File: src/rtl/prd_pkg.sv
package prd_pkg;

  // Ternary symbol coding on the line side
  typedef logic [1:0] prd_tern_t;
  localparam prd_tern_t PRD_T_ZERO = 2'h0;
  localparam prd_tern_t PRD_T_PLUS = 2'h1;
  localparam prd_tern_t PRD_T_MINUS = 2'h3;

  typedef struct packed {
    prd_tern_t ta;
    prd_tern_t tb;
  } prd_pair_t;

  localparam prd_pair_t PRD_PAIR_ZERO = {PRD_T_ZERO, PRD_T_ZERO};
  localparam prd_pair_t PRD_PAIR_PP = {PRD_T_PLUS, PRD_T_PLUS};
  localparam prd_pair_t PRD_PAIR_MM = {PRD_T_MINUS, PRD_T_MINUS};

  // Bit packing widths and bit counts
  localparam int PRD_TRI_W = 3;
  localparam int PRD_NIB_W = 4;
  localparam int PRD_ACC_W = 6;
  localparam logic [2:0] PRD_CNT_ONE = 3'h1;
  localparam logic [2:0] PRD_CNT_TRI = 3'h3;

  // MII receive group
  typedef struct packed {
    logic dv;
    logic er;
    logic [PRD_NIB_W-1:0] rxd;
  } prd_mii_rx_t;

  localparam prd_mii_rx_t PRD_MII_IDLE = '0;

  typedef enum logic [2:0] {
    PRD_S_IDLE, PRD_S_SSD2, PRD_S_SSD3, PRD_S_DATA,
    PRD_S_ESD2, PRD_S_ESD3, PRD_S_ERR
  } prd_state_t;

  // Data pair to three bits; (0,0) carries no data
  function automatic logic [PRD_TRI_W-1:0] prd_pair_bits(input prd_pair_t p);
    logic [PRD_TRI_W-1:0] b;
    b = 3'h0;
    case ({p.ta, p.tb})
      {PRD_T_MINUS, PRD_T_MINUS}: b = 3'h0;
      {PRD_T_MINUS, PRD_T_ZERO}: b = 3'h1;
      {PRD_T_MINUS, PRD_T_PLUS}: b = 3'h2;
      {PRD_T_ZERO, PRD_T_MINUS}: b = 3'h3;
      {PRD_T_ZERO, PRD_T_PLUS}: b = 3'h4;
      {PRD_T_PLUS, PRD_T_MINUS}: b = 3'h5;
      {PRD_T_PLUS, PRD_T_ZERO}: b = 3'h6;
      {PRD_T_PLUS, PRD_T_PLUS}: b = 3'h7;
      default: b = 3'h0;
    endcase
    return b;
  endfunction

endpackage

File: src/rtl/prd_pair_split.sv
`timescale 1ns/1ps
module prd_pair_split (
  // Clock and reset
  input wire logic core_clk,
  input wire logic rst_n,
  // Serial symbols
  input wire prd_pkg::prd_tern_t sym,
  input wire logic sym_vld,
  input wire logic order_b_first,
  // Pairs
  output prd_pkg::prd_pair_t pair,
  output logic pair_vld
);
  import prd_pkg::*;

  logic phase_r;
  logic phase_nxt;
  prd_tern_t first_r;
  prd_tern_t first_nxt;
  prd_pair_t pair_r;
  prd_pair_t pair_nxt;
  logic pair_vld_r;
  logic pair_vld_nxt;

  always_comb
  begin
    phase_nxt = phase_r;
    first_nxt = first_r;
    pair_nxt = pair_r;
    pair_vld_nxt = 1'b0;
    if (sym_vld)
    begin
      phase_nxt = ~phase_r;
      if (!phase_r)
        first_nxt = sym;
      else
      begin
        pair_vld_nxt = 1'b1;
        // Either interleave order of the far end is accepted
        if (order_b_first)
          pair_nxt = '{ta: sym, tb: first_r};
        else
          pair_nxt = '{ta: first_r, tb: sym};
      end
    end
  end

  always_ff @(posedge core_clk or negedge rst_n)
  begin
    if (!rst_n)
    begin
      phase_r <= 1'b0;
      first_r <= PRD_T_ZERO;
      pair_r <= PRD_PAIR_ZERO;
      pair_vld_r <= 1'b0;
    end
    else
    begin
      phase_r <= phase_nxt;
      first_r <= first_nxt;
      pair_r <= pair_nxt;
      pair_vld_r <= pair_vld_nxt;
    end
  end

  assign pair = pair_r;
  assign pair_vld = pair_vld_r;

  property p_split_order;
    @(posedge core_clk) disable iff (!rst_n)
    (sym_vld && phase_r) |=>
      pair_vld_r &&
      (pair_r == ($past(order_b_first) ?
        {$past(sym), $past(first_r)} : {$past(first_r), $past(sym)}));
  endproperty
  a_split_order: assert property (p_split_order)
    else $error("pair not formed in selected order");

endmodule // prd_pair_split

File: src/rtl/prd_rx_decoder.sv
`timescale 1ns/1ps
module prd_rx_decoder (
  // Clock and reset
  input wire logic core_clk,
  input wire logic rst_n,
  // Line symbols
  input wire prd_pkg::prd_tern_t rx_sym,
  input wire logic rx_sym_vld,
  input wire logic order_b_first,
  // MII receive
  output prd_pkg::prd_mii_rx_t mii_rx,
  // Status
  output logic decoder_error_flag
);
  import prd_pkg::*;

  prd_pair_t pair;
  logic pair_vld;
  prd_state_t st_r;
  prd_state_t st_nxt;
  logic [PRD_ACC_W-1:0] acc_r;
  logic [PRD_ACC_W-1:0] acc_nxt;
  logic [2:0] cnt_r;
  logic [2:0] cnt_nxt;
  prd_mii_rx_t mii_r;
  prd_mii_rx_t mii_nxt;
  logic flag_r;
  logic flag_nxt;
  logic is_zero;
  logic [PRD_ACC_W-1:0] wide;

  prd_pair_split u_split (
    .core_clk(core_clk),
    .rst_n(rst_n),
    .sym(rx_sym),
    .sym_vld(rx_sym_vld),
    .order_b_first(order_b_first),
    .pair(pair),
    .pair_vld(pair_vld)
  );

  assign is_zero = (pair == PRD_PAIR_ZERO);
  // New bits stack above the held remainder, first bit lowest
  assign wide = acc_r | (PRD_ACC_W'(prd_pair_bits(pair)) << cnt_r);

  always_comb
  begin
    st_nxt = st_r;
    acc_nxt = acc_r;
    cnt_nxt = cnt_r;
    mii_nxt = PRD_MII_IDLE;
    unique case (st_r)
      PRD_S_IDLE:
        if (pair_vld && is_zero)
          st_nxt = PRD_S_SSD2;
      PRD_S_SSD2:
        if (pair_vld)
          st_nxt = is_zero ? PRD_S_SSD3 : PRD_S_ERR;
      PRD_S_SSD3:
        if (pair_vld)
        begin
          st_nxt = is_zero ? PRD_S_DATA : PRD_S_ERR;
          acc_nxt = '0;
          cnt_nxt = '0;
        end
      PRD_S_DATA:
        if (pair_vld)
        begin
          if (is_zero)
          begin
            // Remainder below a nibble is padding, never data
            st_nxt = PRD_S_ESD2;
            acc_nxt = '0;
            cnt_nxt = '0;
          end
          else if (cnt_r >= PRD_CNT_ONE)
          begin
            mii_nxt.dv = 1'b1;
            mii_nxt.rxd = wide[PRD_NIB_W-1:0];
            acc_nxt = wide >> PRD_NIB_W;
            cnt_nxt = cnt_r - PRD_CNT_ONE;
          end
          else
          begin
            acc_nxt = wide;
            cnt_nxt = PRD_CNT_TRI;
          end
        end
      PRD_S_ESD2:
        if (pair_vld)
          st_nxt = is_zero ? PRD_S_ESD3 : PRD_S_ERR;
      PRD_S_ESD3:
        if (pair_vld)
          st_nxt = (pair == PRD_PAIR_PP) ? PRD_S_IDLE : PRD_S_ERR;
      PRD_S_ERR:
        st_nxt = PRD_S_IDLE;
    endcase
    // Error shown together with data-valid so the MAC drops the frame
    if (st_nxt == PRD_S_ERR)
    begin
      mii_nxt.dv = 1'b1;
      mii_nxt.er = 1'b1;
    end
  end

  assign flag_nxt = (st_nxt == PRD_S_ERR);

  always_ff @(posedge core_clk or negedge rst_n)
  begin
    if (!rst_n)
    begin
      st_r <= PRD_S_IDLE;
      acc_r <= '0;
      cnt_r <= '0;
      mii_r <= PRD_MII_IDLE;
      flag_r <= 1'b0;
    end
    else
    begin
      st_r <= st_nxt;
      acc_r <= acc_nxt;
      cnt_r <= cnt_nxt;
      mii_r <= mii_nxt;
      flag_r <= flag_nxt;
    end
  end

  assign mii_rx = mii_r;
  assign decoder_error_flag = flag_r;

  property p_err_esd3;
    @(posedge core_clk) disable iff (!rst_n)
    (st_r == PRD_S_ESD3 && pair_vld && pair != PRD_PAIR_PP) |=>
      (st_r == PRD_S_ERR) && flag_r ##1 (st_r == PRD_S_IDLE) && !flag_r;
  endproperty
  a_err_esd3: assert property (p_err_esd3)
    else $error("bad end delimiter did not enter error state");

  property p_rx_er;
    @(posedge core_clk) disable iff (!rst_n)
    (mii_r.er == flag_r) && (!mii_r.er || mii_r.dv);
  endproperty
  a_rx_er: assert property (p_rx_er)
    else $error("receive error not tied to decoder error");

  property p_stuff_drop;
    @(posedge core_clk) disable iff (!rst_n)
    (st_r == PRD_S_DATA && pair_vld && is_zero) |=>
      !mii_r.dv && cnt_r == 3'h0 && acc_r == '0;
  endproperty
  a_stuff_drop: assert property (p_stuff_drop)
    else $error("stuff bits reached the nibble path");

  property p_nibble_rate;
    @(posedge core_clk) disable iff (!rst_n)
    (st_r == PRD_S_DATA && pair_vld && !is_zero) |=>
      (mii_r.dv == ($past(cnt_r) != 3'h0)) &&
      (cnt_r == (($past(cnt_r) == 3'h0) ? 3'h3 : $past(cnt_r) - 3'h1));
  endproperty
  a_nibble_rate: assert property (p_nibble_rate)
    else $error("nibble count does not follow bit count");

  property p_ssd;
    @(posedge core_clk) disable iff (!rst_n)
    (st_r == PRD_S_SSD3 && pair_vld && is_zero) |=>
      st_r == PRD_S_DATA && cnt_r == 3'h0;
  endproperty
  a_ssd: assert property (p_ssd)
    else $error("start delimiter not accepted");

  property p_esd_ok;
    @(posedge core_clk) disable iff (!rst_n)
    (st_r == PRD_S_ESD3 && pair_vld && pair == PRD_PAIR_PP) |=>
      st_r == PRD_S_IDLE && !mii_r.er && !flag_r;
  endproperty
  a_esd_ok: assert property (p_esd_ok)
    else $error("valid end delimiter not closed cleanly");

  property p_dv_source;
    @(posedge core_clk) disable iff (!rst_n)
    (mii_r.dv && !mii_r.er) |->
      $past(st_r) == PRD_S_DATA && $past(pair_vld) && !$past(is_zero);
  endproperty
  a_dv_source: assert property (p_dv_source)
    else $error("data-valid without a data pair");

  property p_err_other;
    @(posedge core_clk) disable iff (!rst_n)
    (st_r == PRD_S_SSD2 && pair_vld && !is_zero) |=>
      mii_r.er ##1 !mii_r.er;
  endproperty
  a_err_other: assert property (p_err_other)
    else $error("bad start delimiter not flagged for one cycle");

  property p_ssd_bad;
    @(posedge core_clk) disable iff (!rst_n)
    (st_r == PRD_S_SSD3 && pair_vld && !is_zero) |=>
      st_r == PRD_S_ERR && mii_r.er && flag_r;
  endproperty
  a_ssd_bad: assert property (p_ssd_bad)
    else $error("bad third start pair not refused");

  property p_esd2_bad;
    @(posedge core_clk) disable iff (!rst_n)
    (st_r == PRD_S_ESD2 && pair_vld && !is_zero) |=>
      mii_r.er && mii_r.dv && flag_r;
  endproperty
  a_esd2_bad: assert property (p_esd2_bad)
    else $error("bad second end pair not flagged");

  property p_idle_quiet;
    @(posedge core_clk) disable iff (!rst_n)
    (st_r == PRD_S_IDLE) |=> !mii_r.dv;
  endproperty
  a_idle_quiet: assert property (p_idle_quiet)
    else $error("data-valid outside a frame");

endmodule // prd_rx_decoder

File: config.mk
export PLATFORM = sky130hd
export DESIGN_NAME = prd_rx_decoder
export DESIGN_NICKNAME = d
export VERILOG_FILES = /design/src/rtl/prd_pkg.sv /design/src/rtl/prd_pair_split.sv /design/src/rtl/prd_rx_decoder.sv
export SDC_FILE = /design/constraint.sdc
export NUM_CORES = 1
export LEC_CHECK = 0
export BUFFER_PORTS_ARGS = -buffer_cell sky130_fd_sc_hd__buf_2
export CORE_ASPECT_RATIO = 1.1
export CORE_MARGIN = 3
export CORE_UTILIZATION = 36
export CTS_CLUSTER_SIZE = 40
export DETAILED_ROUTE_END_ITERATION = 10
export PLACE_DENSITY = 0.6
export SLEW_MARGIN = 20
export SYNTH_ARGS = -nofsm -noshare
export SYNTH_HDL_FRONTEND = slang
export SYNTH_HIERARCHICAL = 1
export SYNTH_SLANG_ARGS = --single-unit
File: constraint.sdc
create_clock -name core_clk -period 1.74 [get_ports core_clk]
set_clock_uncertainty 0.05 [all_clocks]
set_input_delay 0.348 -clock core_clk [delete_from_list [all_inputs] [get_ports core_clk]]
set_output_delay 0.348 -clock core_clk [all_outputs]
set_load 0.005 [all_outputs]
==> impl_metrics.py <==
metrics = {
    "status": {
        "outcome": "complete, no violations",
    },
    "finish": {
        "nets": 208,
        "antenna_cells": 0,
        "syn_to_final_growth_pct": 18.21,
        "drive_gt1_share_pct": 30.65,
        "stdcell_count": 251,
    },
    "clock_network": {
        "hold_buffers": 0,
        "cts_root_buf": "clkbuf_8",
        "clk_latency_ns": 0.27,
        "cts-buffers-inserted": 3,
        "cts_tree": "built",
        "ctsHtreeMaxLevel": 1,
        "cts.sinks": 26,
        "cts_max_path_buffers": 2,
        "cts.reportedPaths.clkPinSlew_ns": 0.10,
    },
    "die": {
        "start_util_pct": 38.69,
        "row_count": 24,
        "die_w_um": 69.17,
        "die_h_um": 75.49,
        "coreArea_um2": 4084,
        "io_pins": 13,
        "die_area_um2": 5221,
    },
    "synthesis": {
        "synth_most_common_cell": "dfrtp_1",
        "ys_ff_latch": 26,
        "yosysWarnings": 6,
        "ys_types": 49,
        "netlist_area_um2": 1580,
        "syn_nets": 186,
        "syn_area_per_cell_um2": 8.878,
        "synth_edf_count": 0,
        "synth_area_leader_cell": "dfrtp_1",
        "syn_inst": 178,
        "synth.area.top_cells": "dfrtp_1 41%, a21oi_1 7.3%, nor2_1 4.0%",
        "synth_top_area_share_pct": 41.17,
        "synth_flop_cell": "dfrtp_1",
        "synthArstFlopShare_pct": 100.0,
        "synthTopCellsByCount": "26 x dfrtp_1, 23 x a21oi_1, 17 x nor2_1, 16 x nand2_1, 11 x o21ai_0",
        "yosysSeqAreaShare_pct": 41.17,
    },
    "pwr": {
        "peakVddDrop_mv": 0.8419,
        "p_int_mw": 1.905,
        "clkPwrFrac_pct": 12.0,
        "p_seq_share_pct": 31.2,
        "p_leak_nw": 0.7949,
        "netSwitchingFraction_pct": 42.89,
        "p_per_area_nw_per_um2": 1786,
        "combPwrFrac_pct": 56.8,
        "p_switching_mw": 1.431,
    },
    "worst_setup_path": {
        "reg2reg_to": "mii_rx[5]",
        "crit_buf_inv": 0,
        "crit_required_ns": 1.85,
        "cp_top_family": "simple AND/OR/NAND/NOR gates",
        "endpoint": "mii_rx[5]",
        "cpPeakStageDelay_ns": 0.58,
        "path_max_fanout": 7,
        "r2r.worst_path.cells": 4,
        "path_depth": 4,
        "start_kind": "flop",
        "r2r_start": "u_split/pair[2]",
        "arrival_ns": 1.83,
        "r2r_slack_ns": 0.02,
        "critical_path.cell_chain": "or4_4 -> a21oi_2 -> a211oi_2 -> a221o_1",
        "crit_type": "flop to flop",
        "startpoint": "u_split/pair[2]",
        "cp_slowest_cell": "or4_4",
        "endpoint_kind": "flop",
    },
    "placement": {
        "portBuffers": 12,
        "placed_cells": 246,
        "gp_congestion": 0.8887,
        "dp_hpwl_um": 2569,
    },
    "sta": {
        "finalSetupTns_ns": 0,
        "tightest_slew_ns": 0.5826,
        "rsz0062_at_grt": "yes",
        "fmax_mhz": 581.2,
        "final_max_slew_viol_count": 0,
        "setup_viol": 0,
        "period_minus_slack_ns": 1.720,
        "post-route-period-util_pct": 98.88,
        "timing.hold.ws_ns": 0.009707,
        "slew_headroom_pct": 61.16,
        "hold_viol": 0,
    },
    "drt": {
        "wirelength_um": 3550,
        "drtIter0Drc": 65,
        "ant_nets": 0,
        "via_count": 1396,
        "drc_errors": 0,
        "viasPerCell": 5.562,
        "firstDrtPassIters": 4,
        "wl_per_cell_um": 14.14,
    },
    "grt": {
        "grt_pass1_vias": 1381,
        "antenna_found_initial": 0,
        "overflow": 0,
        "track_usage_pct": 13.88,
        "grt_max_degree": 27,
        "grt_pass1_wl_um": 5961,
    },
    "flow_run": {
        "cap_violations": 0,
    },
    "worst_hold_path": {
        "worstHoldPathType": "primary input to async pin",
    },
}
worst register-to-register path: stages, from the launching register on:
cell and delay (ns):
dfrtp_2 0.45, or4_4 0.58, a21oi_2 0.18, a211oi_2 0.06, a221o_1 0.29
worst min path at each step:
stage,from,to,depth (start not counted)
after floorplan,rst_n,acc_r[0],0
after global placement,rst_n,acc_r[2],1
after detailed placement,rst_n,acc_r[2],1
after CTS,rst_n,acc_r[2],1
after global routing,rst_n,acc_r[2],1
final,rst_n,mii_rx[1],1
routing by layer:
layer / vias up / global-route usage [%] / share of wire [%]
met2: 30 / 24.58 / 49
met5: - / 0 / 0
met3: 11 / 2.770 / 3.2
li1: 680 / - / -
met1: 675 / 16.52 / 46
met4: 0 / 6.508 / 2.3
state kept, by name (all words and copies together), names as in the netlist:
| signal | cells |
|---|---|
| acc_r | 6 |
| cnt_r | 3 |
| decoder_error_flag | 1 |
| mii_rx | 5 |
| st_r | 3 |
| u_split/first_r | 2 |
| u_split/pair | 4 |
| u_split/pair_vld | 1 |
| u_split/phase_r | 1 |
cell usage in the layout, fill, tap and decap left out, drive strengths merged, types with 5 or more instances in the layout:
master	count
buf	33
dfrtp	26
a21oi	24
nor2	17
nand2	16
o21ai	12
nor2b	6
inv	5
a31oi	5
logic make-up after synthesis:
family	share of synthesized area, %
adder cells (fa/ha/maj)	1.583
buffers and inverters	7.125
flip-flops	41.17
AO/OA/AOI/OAI	22.25
AND/OR/NAND/NOR	22.33
XOR/XNOR	1.109
multiplexers	4.434
stage by stage:
| step | utilization (%) | setup slack, ns | area [µm²] | total power [mW] |
|---|---|---|---|---|
| floorplan | - | 0.0008680 | 1580 | 2.201 |
| global placement | 43.14 | 0.02572 | 1762 | 2.734 |
| detailed placement | 43.14 | 0.0008376 | 1762 | 2.780 |
| CTS | 44.85 | -0.01413 | 1832 | 3.230 |
| global route | 45.74 | -0.04195 | 1868 | 3.593 |
| finish | 45.74 | 0.01954 | 1868 | 3.336 |
area by class of cell:
| cell class | instances | area [µm²] |
|---|---|---|
| Clock buffer | 4 | 55.05 |
| Fill cell | 415 | 2216 |
| Inverter | 5 | 18.77 |
| Multi-Input combinational cell | 131 | 858.3 |
| Sequential cell | 26 | 653.1 |
| Tap cell | 52 | 65.06 |
| Timing Repair Buffer | 33 | 217.7 |
power by group through the flow:
stage | Clock [mW] | Sequential [mW] | Combinational [mW]
finish | 0.402 | 1.04 | 1.89
global route | 0.438 | 1.08 | 2.08
CTS | 0.417 | 1.03 | 1.79
detailed placement | 0 | 1.03 | 1.75
global placement | 0 | 1.02 | 1.71
floorplan | 0 | 0.920 | 1.28
what timing repair did:
item                                   CTS  global route
pin swaps                                0             3
setup endpoints to repair                2            12
endpoints found under the hold margin    0             0
buffers inserted                         0             1
resized for setup                        2            11
(Power assumes the default switching activity.)
